[src/hdl/ssx_regs.svh]
`ifndef SSX_REGS_SVH
`define SSX_REGS_SVH
// register byte offsets on the bus
`define SSX_OFS_CTRL 8'h00
`define SSX_OFS_INSTR 8'h04
`define SSX_OFS_OPND 8'h08
`define SSX_OFS_CNTREG 8'h0c
`define SSX_OFS_PFW 8'h10
`define SSX_OFS_IEHWS 8'h14
`define SSX_OFS_STKPTR 8'h18
`define SSX_OFS_PC 8'h1c
`define SSX_OFS_TOP 8'h20
`define SSX_OFS_STAT 8'h24
// control and status bit positions
`define SSX_CTRL_GO 0
`define SSX_CTRL_MODE1M 1
`define SSX_STAT_BUSY 0
`define SSX_STAT_HOLD 1
`define SSX_STAT_PIN 2
`define SSX_STAT_BADOP 3
// flag positions inside processor_flags_word
`define SSX_PFW_C 11
`define SSX_PFW_MARK 8
// opcodes
`define SSX_OP_SAVE_ALL 8'hf4
`define SSX_OP_SAVE_FLG 8'hf2
`define SSX_OP_EXIT 8'hf0
`define SSX_OP_SYSRST 8'hff
`define SSX_OP_CARRY1 8'hf9
`define SSX_OP_CALL_HI 5'h05
`define SSX_OP_SHL_W 8'h09
`define SSX_OP_SHR_W 8'h08
`define SSX_OP_SAR_W 8'h0a
`define SSX_OP_SHL_B 8'h19
`define SSX_OP_SHR_B 8'h18
`define SSX_OP_SAR_B 8'h1a
`define SSX_OP_SHL_D 8'h0d
`define SSX_OP_SAR_D 8'h0e
`define SSX_IMM_LIMIT 8'h10
// reset values
`define SSX_PC_RST 24'hff2080
`define SSX_SP_RST 16'h0000
`define SSX_PFW_RST 16'h0000
`define SSX_IEHWS_RST 16'h0000
// timing: one state time per core clock
`define SSX_CLK_NS 10
`define SSX_STATE_NS 10
`define SSX_PIN_STATES 16
`define SSX_PIN_CYCLES ((`SSX_PIN_STATES * `SSX_STATE_NS + `SSX_CLK_NS - 1) / `SSX_CLK_NS)
`endif

[src/hdl/ssx_pkg.sv]
package ssx_pkg;
  typedef enum logic [1:0] {ssx_sh_left, ssx_sh_lright, ssx_sh_aright} ssx_shift_t;
  typedef enum logic [1:0] {ssx_w8, ssx_w16, ssx_w32} ssx_width_t;
  typedef enum logic {ssx_idle, ssx_shifting} ssx_state_t;

  // operand mask for a width
  function automatic logic [31:0] ssx_mask(ssx_width_t w);
    case (w)
      ssx_w8: return 32'h0000_00ff;
      ssx_w16: return 32'h0000_ffff;
      default: return 32'hffff_ffff;
    endcase
  endfunction : ssx_mask
endpackage : ssx_pkg

[src/hdl/ssx_shift_if.sv]
`timescale 1ns/1ns
interface ssx_shift_if;
  import ssx_pkg::*;
  logic start;
  ssx_shift_t kind;
  ssx_width_t width;
  logic [4:0] count;
  logic [31:0] operand;
  logic carry_in;
  logic busy;
  logic done;
  logic [31:0] result;
  logic carry;
  logic marker;
  modport core (output start, kind, width, count, operand, carry_in,
                input busy, done, result, carry, marker);
  modport unit (input start, kind, width, count, operand, carry_in,
                output busy, done, result, carry, marker);
endinterface : ssx_shift_if

[src/hdl/ssx_exec_core.sv]
// Our own choices: the register offsets and the Wishbone register port.
`timescale 1ns/1ns
`include "ssx_regs.svh"
// Contract
// - save_all_context pushes flags word then enables-high/window, stack_pointer minus 4, clears
// - no interrupt call right after either save; allowed after next instruction
// - save_flags_only pushes flags word, stack_pointer minus 2, then clears it
// - subroutine_exit pops program counter, stack_pointer plus 2 or 4, flags kept
// - software_system_reset zeroes flags, program counter FF2080H, registers to reset
// - software_system_reset holds the reset pin low for 16 state times
// - near_relative_call pushes return counter, stack_pointer minus 2 or 4, adds displacement
// - displacement sign-extended to 16 or 24 bits; may cross pages in 1-Mbyte mode
// - carry_force_one sets carry
// - count is immediate 0 to 0FH or register contents 0 to 1FH
// - left shifts fill zeros; carry holds last bit out
// - double-word left shift copies top bit to carry, doubles, counts down
// - logical right shifts halve unsigned, fill zeros, last bit to carry
// - arithmetic right shifts replicate sign, last bit to carry
// - right shifts clear marker first; set it when carried one meets another cycle
// - word shift opcodes 09, 08, 0A with count then destination bytes
// - byte shift opcodes 19, 18, 1A with the same operand order
// - double-word shift opcodes 0D and 0E with count then long destination
module ssx_exec_core import ssx_pkg::*; (
  input wire logic ref_clk_i,
  input wire logic sys_rst_i,
  input wire logic wb_cyc_i,
  input wire logic wb_stb_i,
  input wire logic wb_we_i,
  input wire logic [7:0] wb_adr_i,
  input wire logic [31:0] wb_dat_i,
  input wire logic [3:0] wb_sel_i,
  output logic [31:0] wb_dat_o,
  output logic wb_ack_o,
  output logic sys_reset_n_o,
  output logic irq_block_o
);
  ssx_shift_if sh ();

  logic ack_q, ack_d;
  logic [31:0] rdat_q, rdat_d, rd_word, wr_new;
  logic mode1m_q, mode1m_d, hold_q, hold_d, badop_q, badop_d;
  logic [23:0] instr_q, instr_d, pc_q, pc_d;
  logic [31:0] opnd_q, opnd_d;
  logic [4:0] cntreg_q, cntreg_d;
  logic [15:0] pfw_q, pfw_d, iehws_q, iehws_d, stack_pointer_q, stack_pointer_d;
  logic [15:0] stk_q [16];
  logic [15:0] stk_d [16];
  ssx_state_t state_q, state_d;
  logic [4:0] pin_cnt_q, pin_cnt_d;
  logic pin_n_q, pin_n_d;
  logic acc, wr_now, exec_c, fin_c, sysrst_c, sh_go;
  logic [7:0] op, cnt_byte;
  logic [10:0] disp;
  ssx_shift_t sh_kind;
  ssx_width_t sh_width;
  logic [4:0] sh_cnt;

  // byte lane merge for bus writes
  function automatic logic [31:0] merge(logic [31:0] old, logic [31:0] nw, logic [3:0] sel);
    for (int i = 0; i < 4; i++) begin
      if (sel[i]) begin
        old[8*i +: 8] = nw[8*i +: 8];
      end
    end
    return old;
  endfunction : merge

  // stack words live at even addresses; sixteen words of flip-flop storage
  function automatic logic [3:0] stk_idx(logic [15:0] p);
    return p[4:1];
  endfunction : stk_idx

  assign acc = wb_cyc_i && wb_stb_i;
  assign wr_now = acc && wb_we_i && ack_q;
  assign op = instr_q[7:0];
  assign cnt_byte = instr_q[15:8];
  assign disp = {op[2:0], cnt_byte};
  // writes take effect on the edge that also carries ack
  assign exec_c = wr_now && wb_adr_i == `SSX_OFS_CTRL && wb_sel_i[0]
                  && wb_dat_i[`SSX_CTRL_GO] && state_q == ssx_idle;
  assign fin_c = (exec_c && !sh_go) || sh.done;
  assign sysrst_c = exec_c && op == `SSX_OP_SYSRST;

  ////////////////////////////////////////////////////////////////////////
  // shift decode: opcode gives kind and width, count byte gives count
  always_comb begin
    sh_go = 1'b1;
    sh_kind = ssx_sh_left;
    sh_width = ssx_w16;
    case (op)
      `SSX_OP_SHL_W: sh_kind = ssx_sh_left;
      `SSX_OP_SHR_W: sh_kind = ssx_sh_lright;
      `SSX_OP_SAR_W: sh_kind = ssx_sh_aright;
      `SSX_OP_SHL_B: begin
        sh_kind = ssx_sh_left;
        sh_width = ssx_w8;
      end
      `SSX_OP_SHR_B: begin
        sh_kind = ssx_sh_lright;
        sh_width = ssx_w8;
      end
      `SSX_OP_SAR_B: begin
        sh_kind = ssx_sh_aright;
        sh_width = ssx_w8;
      end
      `SSX_OP_SHL_D: sh_width = ssx_w32;
      `SSX_OP_SAR_D: begin
        sh_kind = ssx_sh_aright;
        sh_width = ssx_w32;
      end
      default: sh_go = 1'b0;
    endcase
    // small counts are immediate, larger bytes name a register
    sh_cnt = (cnt_byte < `SSX_IMM_LIMIT) ? {1'b0, cnt_byte[3:0]} : cntreg_q;
  end

  assign sh.start = exec_c && sh_go;
  assign sh.kind = sh_kind;
  assign sh.width = sh_width;
  assign sh.count = sh_cnt;
  assign sh.operand = opnd_q;
  assign sh.carry_in = pfw_q[`SSX_PFW_C];

  ssx_shifter u_shifter (
    .ref_clk_i(ref_clk_i),
    .sys_rst_i(sys_rst_i),
    .sh(sh)
  );

  ////////////////////////////////////////////////////////////////////////
  // bus slave: ack one cycle after the request; the read word also feeds write merging
  always_comb begin
    ack_d = acc && !ack_q;
    case (wb_adr_i)
      `SSX_OFS_CTRL: rd_word = {30'h0, mode1m_q, 1'b0};
      `SSX_OFS_INSTR: rd_word = {8'h00, instr_q};
      `SSX_OFS_OPND: rd_word = opnd_q;
      `SSX_OFS_CNTREG: rd_word = {27'h0, cntreg_q};
      `SSX_OFS_PFW: rd_word = {16'h0, pfw_q};
      `SSX_OFS_IEHWS: rd_word = {16'h0, iehws_q};
      `SSX_OFS_STKPTR: rd_word = {16'h0, stack_pointer_q};
      `SSX_OFS_PC: rd_word = {8'h00, pc_q};
      `SSX_OFS_TOP: rd_word = {16'h0, stk_q[stk_idx(stack_pointer_q)]};
      `SSX_OFS_STAT: rd_word = {28'h0, badop_q, ~pin_n_q, hold_q, state_q == ssx_shifting};
      default: rd_word = 32'h0000_0000;
    endcase
    rdat_d = (acc && !ack_q) ? rd_word : rdat_q;
  end
  assign wr_new = merge(rd_word, wb_dat_i, wb_sel_i);

  always_ff @(posedge ref_clk_i) begin
    if (sys_rst_i) begin
      ack_q <= 1'b0;
      rdat_q <= 32'h0000_0000;
    end else begin
      ack_q <= ack_d;
      rdat_q <= rdat_d;
    end
  end

  assign wb_ack_o = ack_q;
  assign wb_dat_o = rdat_q;

  ////////////////////////////////////////////////////////////////////////
  // architectural state; register writes are ignored while a shift runs
  always_comb begin
    mode1m_d = mode1m_q;
    hold_d = hold_q;
    badop_d = badop_q;
    instr_d = instr_q;
    pc_d = pc_q;
    opnd_d = opnd_q;
    cntreg_d = cntreg_q;
    pfw_d = pfw_q;
    iehws_d = iehws_q;
    stack_pointer_d = stack_pointer_q;
    stk_d = stk_q;
    state_d = state_q;
    if (wr_now && state_q == ssx_idle) begin
      case (wb_adr_i)
        `SSX_OFS_CTRL: mode1m_d = wr_new[1];
        `SSX_OFS_INSTR: instr_d = wr_new[23:0];
        `SSX_OFS_OPND: opnd_d = wr_new;
        `SSX_OFS_CNTREG: cntreg_d = wr_new[4:0];
        `SSX_OFS_PFW: pfw_d = wr_new[15:0];
        `SSX_OFS_IEHWS: iehws_d = wr_new[15:0];
        `SSX_OFS_STKPTR: stack_pointer_d = wr_new[15:0];
        `SSX_OFS_PC: pc_d = wr_new[23:0];
        default: ;
      endcase
    end
    // finishing any instruction lifts the interrupt hold of a save
    if (fin_c) begin
      hold_d = 1'b0;
    end
    if (exec_c) begin
      badop_d = 1'b0;
      case (op)
        `SSX_OP_SAVE_ALL: begin
          stk_d[stk_idx(stack_pointer_q - 16'h0002)] = pfw_q;
          stk_d[stk_idx(stack_pointer_q - 16'h0004)] = iehws_q;
          stack_pointer_d = stack_pointer_q - 16'h0004;
          pfw_d = 16'h0000;
          iehws_d = {8'h00, iehws_q[7:0]};
          hold_d = 1'b1;
        end
        `SSX_OP_SAVE_FLG: begin
          stk_d[stk_idx(stack_pointer_q - 16'h0002)] = pfw_q;
          stack_pointer_d = stack_pointer_q - 16'h0002;
          pfw_d = 16'h0000;
          hold_d = 1'b1;
        end
        `SSX_OP_EXIT: begin
          // wide mode keeps the page byte in the word above the low half
          if (mode1m_q) begin
            pc_d = {stk_q[stk_idx(stack_pointer_q + 16'h0002)][7:0],
                    stk_q[stk_idx(stack_pointer_q)]};
            stack_pointer_d = stack_pointer_q + 16'h0004;
          end else begin
            pc_d = {pc_q[23:16], stk_q[stk_idx(stack_pointer_q)]};
            stack_pointer_d = stack_pointer_q + 16'h0002;
          end
        end
        `SSX_OP_SYSRST: begin
          pfw_d = `SSX_PFW_RST;
          pc_d = `SSX_PC_RST;
          iehws_d = `SSX_IEHWS_RST;
          stack_pointer_d = `SSX_SP_RST;
          mode1m_d = 1'b0;
          hold_d = 1'b0;
        end
        `SSX_OP_CARRY1: pfw_d[`SSX_PFW_C] = 1'b1;
        default: begin
          if (op[7:3] == `SSX_OP_CALL_HI && mode1m_q) begin
            stk_d[stk_idx(stack_pointer_q - 16'h0004)] = pc_q[15:0];
            stk_d[stk_idx(stack_pointer_q - 16'h0002)] = {8'h00, pc_q[23:16]};
            stack_pointer_d = stack_pointer_q - 16'h0004;
            pc_d = pc_q + {{13{disp[10]}}, disp};
          end else if (op[7:3] == `SSX_OP_CALL_HI) begin
            stk_d[stk_idx(stack_pointer_q - 16'h0002)] = pc_q[15:0];
            stack_pointer_d = stack_pointer_q - 16'h0002;
            // the page byte stays put: the sum wraps inside 64 Kbytes
            pc_d = {pc_q[23:16], pc_q[15:0] + {{5{disp[10]}}, disp}};
          end else if (sh_go) begin
            state_d = ssx_shifting;
          end else begin
            badop_d = 1'b1;
          end
        end
      endcase
    end
    // shift write-back keeps operand bits above the width
    if (sh.done) begin
      opnd_d = (opnd_q & ~ssx_mask(sh_width)) | sh.result;
      pfw_d[`SSX_PFW_C] = sh.carry;
      if (sh_kind != ssx_sh_left) begin
        pfw_d[`SSX_PFW_MARK] = sh.marker;
      end
      state_d = ssx_idle;
    end
  end

  always_ff @(posedge ref_clk_i) begin
    if (sys_rst_i) begin
      mode1m_q <= 1'b0;
      hold_q <= 1'b0;
      badop_q <= 1'b0;
      instr_q <= 24'h00_0000;
      pc_q <= `SSX_PC_RST;
      opnd_q <= 32'h0000_0000;
      cntreg_q <= 5'h00;
      pfw_q <= `SSX_PFW_RST;
      iehws_q <= `SSX_IEHWS_RST;
      stack_pointer_q <= `SSX_SP_RST;
      stk_q <= '{default: 16'h0000};
      state_q <= ssx_idle;
    end else begin
      mode1m_q <= mode1m_d;
      hold_q <= hold_d;
      badop_q <= badop_d;
      instr_q <= instr_d;
      pc_q <= pc_d;
      opnd_q <= opnd_d;
      cntreg_q <= cntreg_d;
      pfw_q <= pfw_d;
      iehws_q <= iehws_d;
      stack_pointer_q <= stack_pointer_d;
      stk_q <= stk_d;
      state_q <= state_d;
    end
  end

  assign irq_block_o = hold_q;

  ////////////////////////////////////////////////////////////////////////
  // reset pin pulse; a second reset instruction restarts the full width
  always_comb begin
    pin_cnt_d = pin_cnt_q;
    if (sysrst_c) begin
      pin_cnt_d = 5'(`SSX_PIN_CYCLES);
    end else if (pin_cnt_q != 5'h00) begin
      pin_cnt_d = pin_cnt_q - 5'h01;
    end
    pin_n_d = pin_cnt_d == 5'h00;
  end

  always_ff @(posedge ref_clk_i) begin
    if (sys_rst_i) begin
      pin_cnt_q <= 5'h00;
      pin_n_q <= 1'b1;
    end else begin
      pin_cnt_q <= pin_cnt_d;
      pin_n_q <= pin_n_d;
    end
  end

  assign sys_reset_n_o = pin_n_q;

  logic [5:0] low_run_q;
  always_ff @(posedge ref_clk_i) begin
    low_run_q <= (sys_rst_i || pin_n_q || sysrst_c) ? 6'h00 : low_run_q + 6'h01;
  end
endmodule : ssx_exec_core

[src/hdl/ssx_shifter.sv]
`timescale 1ns/1ns
module ssx_shifter import ssx_pkg::*; (
  input wire logic ref_clk_i,
  input wire logic sys_rst_i,
  ssx_shift_if.unit sh
);
  logic busy_q, busy_d, c_q, c_d, mk_q, mk_d, fresh_q, fresh_d;
  logic [4:0] cnt_q, cnt_d;
  logic [31:0] val_q, val_d, msk;
  ssx_shift_t kind_q, kind_d;
  ssx_width_t w_q, w_d;
  logic top_bit;

  assign msk = ssx_mask(w_q);
  assign top_bit = (w_q == ssx_w8) ? val_q[7] : (w_q == ssx_w16) ? val_q[15] : val_q[31];

  // one bit per cycle, so the count also sets the latency
  always_comb begin
    {busy_d, c_d, mk_d, fresh_d, cnt_d, val_d} = {busy_q, c_q, mk_q, fresh_q, cnt_q, val_q};
    kind_d = kind_q;
    w_d = w_q;
    if (sh.start && !busy_q) begin
      busy_d = 1'b1;
      val_d = sh.operand & ssx_mask(sh.width);
      cnt_d = sh.count;
      c_d = sh.carry_in;
      mk_d = 1'b0;
      fresh_d = 1'b0;
      kind_d = sh.kind;
      w_d = sh.width;
    end else if (busy_q && cnt_q == 5'h00) begin
      busy_d = 1'b0;
    end else if (busy_q) begin
      // a one left in carry by an earlier cycle marks a lost bit
      if (kind_q != ssx_sh_left && fresh_q && c_q) begin
        mk_d = 1'b1;
      end
      fresh_d = 1'b1;
      cnt_d = cnt_q - 5'h01;
      if (kind_q == ssx_sh_left) begin
        c_d = top_bit;
        val_d = (val_q << 1) & msk;
      end else begin
        c_d = val_q[0];
        val_d = val_q >> 1;
        if (kind_q == ssx_sh_aright && top_bit) begin
          val_d = val_q >> 1 | (msk & ~(msk >> 1));
        end
      end
    end
  end

  always_ff @(posedge ref_clk_i) begin
    if (sys_rst_i) begin
      {busy_q, c_q, mk_q, fresh_q, cnt_q, val_q} <= '0;
      kind_q <= ssx_sh_left;
      w_q <= ssx_w8;
    end else begin
      {busy_q, c_q, mk_q, fresh_q, cnt_q, val_q} <= {busy_d, c_d, mk_d, fresh_d, cnt_d, val_d};
      kind_q <= kind_d;
      w_q <= w_d;
    end
  end

  assign sh.busy = busy_q;
  assign sh.done = busy_q && cnt_q == 5'h00;
  assign sh.result = val_q;
  assign sh.carry = c_q;
  assign sh.marker = mk_q;
endmodule : ssx_shifter

[config.mk]
export PLATFORM = sky130hd
export DESIGN_NAME = ssx_exec_core
export DESIGN_NICKNAME = d
export VERILOG_FILES = /design/src/hdl/ssx_pkg.sv /design/src/hdl/ssx_shift_if.sv /design/src/hdl/ssx_exec_core.sv /design/src/hdl/ssx_shifter.sv
export VERILOG_INCLUDE_DIRS = /design/src /design/src/hdl
export SDC_FILE = /design/constraint.sdc
export NUM_CORES = 2
export LEC_CHECK = 0
export BUFFER_PORTS_ARGS = -buffer_cell sky130_fd_sc_hd__clkbuf_2
export CORE_MARGIN = 2
export CORE_UTILIZATION = 35
export DETAILED_ROUTE_END_ITERATION = 12
export GPL_ROUTABILITY_DRIVEN = 0
export PLACE_DENSITY = 0.5
export SETUP_SLACK_MARGIN = 0.15
export SYNTH_ARGS = -nofsm -noshare
export SYNTH_HDL_FRONTEND = slang
export SYNTH_SLANG_ARGS = --single-unit
[constraint.sdc]
create_clock -name ref_clk_i -period 5.29 [get_ports ref_clk_i]
set_input_delay 0.7935 -clock ref_clk_i [delete_from_list [all_inputs] [get_ports ref_clk_i]]
set_output_delay 0.7935 -clock ref_clk_i [all_outputs]
set_load 0.01 [all_outputs]
Yosys cells after proc, flatten, opt, wreduce, memory -nomap -nowiden
Index checks and enable logic that the tools add are counted.
- $add $sub $neg: 8
- order comparisons: 7
- eq/ne operators: 30
- mux-type cells: 90
- bitwise logic cells: 19
- reductions and logical operators: 59
- operators with widths (cell ; count):
    $bwmux W256 ; 5
    $pmux W256 S3 ; 1
    $mux W256 ; 2
    $mux W32 ; 10
    $pmux W32 S10 ; 1
    $mux W16 ; 16
    $mux W24 ; 6
    $and A32 B32 Y32 ; 4
    $bmux W16 S4 ; 2
    $demux W16 S4 ; 2
    $pmux W32 S2 ; 2
    $pmux W16 S5 ; 1
    $pmux W24 S3 ; 1
    $eq A8 B4 Y1 const B ; 7
    $eq A8 B5 Y1 const B ; 7
    $mux W8 ; 6
    $eq A8 B8 Y1 const B ; 5
    $not A31 Y32 ; 1
    $not A32 Y32 ; 1
    $or A31 B32 Y32 ; 1
    $or A32 B32 Y32 ; 1
    $pmux W16 S2 ; 1
    $mux W5 ; 6
    $add A24 B24 Y24 ; 1
    41 further kinds ; 123
- flip-flop bits (word level): 477
- output and inout bits: 35
- logic and storage cells: 254

Depth between registers and ports, before layout
- depth after elaboration: 12
- depth in mapped cells: 17
- mapped depth without buffers: 11

By module
Synthesis repeated with hierarchy kept, for this count alone.
- cells, all modules: 4718
- area total of the unflattened synthesis: 34554.4 um^2
- modules (own cells, without submodules) (module ; instances ; cells an instance ; area each (um^2) ; seq. area each (um^2)):
    ssx_exec_core ; 1 ; 4391 ; 31960.7 ; 8648.3
    ssx_shifter ; 1 ; 327 ; 2593.7 ; 900.9

Worst setup path before layout
No wires, ideal clock.
- path type: register -> register
- start: register stack_pointer_q[2]
- end: register (tool-made name)
- arrival time: 3582 ps
- slack: 1580 ps
- stages on the path, launching flop included: 14
- period minus slack after synthesis: 3710 ps
- path through: dfxtp_1 buf_2 buf_6 clkbuf_1 inv_1 ha_1 a21boi_2 xor2_2 nor3_1 o21ai_0 a211oi_4 o21ai_1 a22oi_1 nor2_1
- RTL lines (what ; line ; source):
    from (decl) ; ssx_exec_core.sv:45 ; logic [15:0] pfw_q, pfw_d, iehws_q, iehws_d, stack_pointer_q, stack_pointer_d;
    from (signal assigned) ; ssx_exec_core.sv:274 ; stack_pointer_q <= `SSX_SP_RST;
    from (signal assigned) ; ssx_exec_core.sv:287 ; stack_pointer_q <= stack_pointer_d;

Worst setup path in the final report
- start: register stack_pointer_q[1]
- end: register opnd_q[12]
- longest elaborated chain between the ends: 9
- RTL lines (what ; line ; source):
    $not A4 Y5 (implied by the code) ; ssx_exec_core.sv:143 ; `SSX_OFS_TOP: rd_word = {16'h0, stk_q[stk_idx(stack_pointer_q)]};
    $bmux W16 S4 ; ssx_exec_core.sv:143 ;
    $mux W16 (implied by the code) (2 in series) ; ssx_exec_core.sv:143 ;
    $pmux W32 S10 ; ssx_exec_core.sv:134 ; case (wb_adr_i)
    $mux W8 ; ssx_exec_core.sv:61 ; if (sel[i]) begin
    $mux W32 ; ssx_exec_core.sv:180 ; case (wb_adr_i)
    $mux W32 ; ssx_exec_core.sv:179 ; if (wr_now && state_q == ssx_idle) begin
    $mux W32 ; ssx_exec_core.sv:253 ; if (sh.done) begin
    to (signal assigned) ; ssx_exec_core.sv:283 ; opnd_q <= opnd_d;
    to (decl) ; ssx_exec_core.sv:43 ; logic [31:0] opnd_q, opnd_d;
Every way passes these cells. The select of a mux whose other input is x is not followed.
A chain may end at the register's enable or synchronous reset.

==> results_dict.tcl <==
set metrics [dict create \
    result_of_the_run "finished, final reports clean" \
    ir_worst_vdd_mv 0.206 \
    htree_num_levels 3 \
    rsz0062_at_grt "no" \
    routed_vias_inst 6.73 \
    maximum_number_of_pins_on_one_net_before_global_route_repair 166 \
    first_pass_grt_wire_length_um 257000 \
    regToRegStartpoint "stack_pointer_q[1]" \
    global_route.overflow_total 0 \
    tritoncts "built" \
    synth_edf_count 0 \
    finalSetupTns_ps 0 \
    globalRouteTotalUtil_pct 33.1 \
    critPathRequiredTime_ps 5800 \
    power_per_cell_area_mw_per_mm2 221 \
    master_of_the_slowest_instance_on_the_critical_path "sky130_fd_sc_hd__a221oi_2" \
    initial_utilization_pct 35.3 \
    final-hold-violation-count 0 \
    final_layout_size_suffix_gt1_share_pct 13.3 \
    wl_um 176000 \
    syn_area_mm2 0.0352 \
    critical_path.startpoint_type "flop" \
    worst_hold_path_type "reg -> reg" \
    antenna_found_initial 6 \
    worst-path-stages 7 \
    post-route-period-util_pct 79.6 \
    dp.final_hpwl_um 125000 \
    max-clock-path-buffers 3 \
    placement.io_buffers 83 \
    r2r.worst_path.cells 7 \
    cts_root_buffer "sky130_fd_sc_hd__clkbuf_16" \
    register_to_register_setup_slack_ps 1080 \
    clkTransAtPathRegs_ps 60 \
    drt_drc_violations_left 0 \
    clock-skew-final_ps 30.3 \
    post_cts.resized_instances 0 \
    synthesis.nets 4769 \
    post_synthesis_cells 4683 \
    placed_cells_incl_taps 5819 \
    ant_nets 0 \
    max_slew_margin_pct 16.0 \
    critPathLaunch "stack_pointer_q[1]" \
    clock.fmax_ghz 0.238 \
    worstSetupPathType "reg -> reg" \
    cp_num_buf_inv 1 \
    crit_path_end "opnd_q[12]" \
    drt_pass1_iterations 12 \
    synthToLayoutAreaGrowth_pct 11.4 \
    post-cts-setup-buffers 0 \
    count_of_unique_library_cells_instantiated_by_yosys 111 \
    wire_per_inst_um 29.7 \
    route.vias.total 39966 \
    multi_input_area_mm2 0.0237 \
    synthesis.area_per_instance_um2 7.52 \
    cts_hold_buffers 0 \
    maxCapViolCount 0 \
    drt_iter0_drc 5615 \
    synth-seq-area-share_pct 27.1 \
    r2r-end "opnd_q[12]" \
    floorplan.die_area_mm2 0.103 \
    cp-end-kind "flop" \
    fp.dieW_um 321 \
    ioPinCount 84 \
    final_period_minus_worst_setup_slack_ps 4210 \
    yosys_most_used_dff "sky130_fd_sc_hd__dfxtp_1" \
    fill_cells 10387 \
    cp_cell_sequence "buf_4 -> mux4_1 -> mux4_2 -> a221oi_2 -> mux2i_2 -> a222oi_1 -> nor2_1" \
    leakagePower_nw 12.0 \
    number_of_pins_exceeding_their_max_slew_limit_in_the_final_report 0 \
    cts_made_buffers 67 \
    fin_cells 5936 \
    worstPathMaxFanout 20 \
    synth.ff_latch_count 477 \
    fp.coreArea_mm2 0.0999 \
    sequential_area_mm2 0.00956 \
    insertion_delay_ps 670 \
    critical_path.max_stage_delay_ps 930 \
    chipHeight_um 321 \
    grt_pass1_vias 36627 \
    yosysWarningCount 0 \
    std_cell_rows 116 \
    tritoncts_num_sinks 477 \
    timing.final.setup_violations 0 \
    worst_pin_slew_ps 1260 \
    critical-path-top-delay-family "multiplexers" \
    critical_path_arrival_ps 4720 \
    finish.net_count 4676 \
    async_reset_ff_share_pct 0 \
]
stage by stage:
stage / utilization [%] / cell area (um^2) / power, W / worst slack [ps] / hold slack, ps
after floorplan: - / 35200 / 0.00396 / 1580 / 432
final: 39.3 / 39200 / 0.00869 / 1080 / 449
after global placement: 37.1 / 37000 / 0.00410 / 988 / 441
after global routing: 39.3 / 39200 / 0.00891 / 898 / 473
after CTS: 39.3 / 39200 / 0.00874 / 1310 / 455
after detailed placement: 37.1 / 37000 / 0.00410 / 925 / 446
worst register-to-register path: stages (launching register included):
cell                       delay [ps]
sky130_fd_sc_hd__dfxtp_4          380
sky130_fd_sc_hd__buf_4            410
sky130_fd_sc_hd__mux4_1           770
sky130_fd_sc_hd__mux4_2           640
sky130_fd_sc_hd__a221oi_2         930
sky130_fd_sc_hd__mux2i_2          440
sky130_fd_sc_hd__a222oi_1         430
sky130_fd_sc_hd__nor2_1            60
worst min-delay path by stage:
stage | startpoint | endpoint | slack (ps) | cells after the start
final | wb_dat_o[28] | wb_dat_o[28] | 450 | 2
after global placement | wb_dat_o[24] | wb_dat_o[24] | 440 | 2
after global routing | instr_q[20] | instr_q[20] | 470 | 2
after CTS | instr_q[20] | instr_q[20] | 450 | 2
after detailed placement | wb_dat_o[27] | wb_dat_o[27] | 450 | 2
after floorplan | badop_q | badop_q | 430 | 2
cell usage in the layout (no fill, tap or decap), drive strengths merged, types with 26 or more instances in the layout:
cell type  Yosys  layout
nand2        629     629
a21oi        561     561
dfxtp        477     477
nor2         463     463
o21ai        376     376
nand3        205     205
buf          106     201
clkbuf       338     182
o22ai        166     166
a211oi       163     163
nor3         161     161
mux2i        134     134
a22oi        116     116
mux4         115     115
a221oi        56      56
and2          39      39
ha            36      36
o211ai        35      35
a22o          34      34
inv           31      34
a31oi         30      30
mux2          26      26
Yosys cell counts, types with 18 or more instances:
library cell	instances	area (um^2)
sky130_fd_sc_hd__nand2_1	627	2350
sky130_fd_sc_hd__a21oi_1	549	2750
sky130_fd_sc_hd__dfxtp_1	477	9550
sky130_fd_sc_hd__nor2_1	458	1720
sky130_fd_sc_hd__o21ai_0	351	1760
sky130_fd_sc_hd__clkbuf_1	335	1260
sky130_fd_sc_hd__nand3_1	204	1020
sky130_fd_sc_hd__o22ai_1	166	1040
sky130_fd_sc_hd__a211oi_1	156	1170
sky130_fd_sc_hd__nor3_1	153	766
sky130_fd_sc_hd__mux2i_1	133	1330
sky130_fd_sc_hd__a22oi_1	116	871
sky130_fd_sc_hd__mux4_2	93	2090
sky130_fd_sc_hd__a221oi_1	55	482
sky130_fd_sc_hd__buf_2	54	270
sky130_fd_sc_hd__and2_1	38	238
sky130_fd_sc_hd__ha_1	36	450
sky130_fd_sc_hd__o211ai_1	35	263
sky130_fd_sc_hd__a22o_1	34	298
sky130_fd_sc_hd__inv_1	30	113
sky130_fd_sc_hd__a31oi_1	28	175
sky130_fd_sc_hd__mux2_2	26	293
sky130_fd_sc_hd__xnor2_1	24	210
sky130_fd_sc_hd__a32oi_1	22	193
sky130_fd_sc_hd__buf_1	21	78.8
sky130_fd_sc_hd__mux4_1	21	552
sky130_fd_sc_hd__and3_1	20	125
sky130_fd_sc_hd__o21ai_1	19	95.1
sky130_fd_sc_hd__a2111oi_0	18	158
logic make-up after synthesis:
| family | Yosys count | share of synthesized area [%] |
|---|---|---|
| AOI/OAI and AO/OA | 1753 | 32.0 |
| xor gates and xnor gates | 37 | 0.942 |
| adders and majority gates | 37 | 1.34 |
| buffers and inverters | 477 | 6.00 |
| DFF | 477 | 27.1 |
| muxes | 275 | 12.2 |
| and+or+nand+nor | 1627 | 20.4 |
layout make-up:
| type | instances | share of cell area [%] |
|---|---|---|
| well taps | 1298 | 4.14 |
| repair buffers | 283 | 5.10 |
| clock inverters | 16 | 0.434 |
| inverters | 32 | 0.306 |
| diodes | 1 | 0.00638 |
| clock buffers | 100 | 5.16 |
| flip-flops and latches | 477 | 24.4 |
| multi-input cells | 3729 | 60.5 |
report_power, final:
part	total (W)	switching, W	leakage [nW]	internal, W
combinational	0.000375	0.000255	7.10	0.000119
sequential	0.00365	0.0000301	3.85	0.00362
clock	0.00466	0.00192	1.08	0.00274
per-layer routing:
| layer | global-route usage, % | routed length (um) |
|---|---|---|
| met1 | 43.1 | 69400 |
| met2 | 49.8 | 75300 |
| met3 | 8.90 | 21000 |
| met4 | 17.4 | 10500 |
| met5 | 0 | 47 |
No activity file was read; power rests on OpenSTA's default activity.
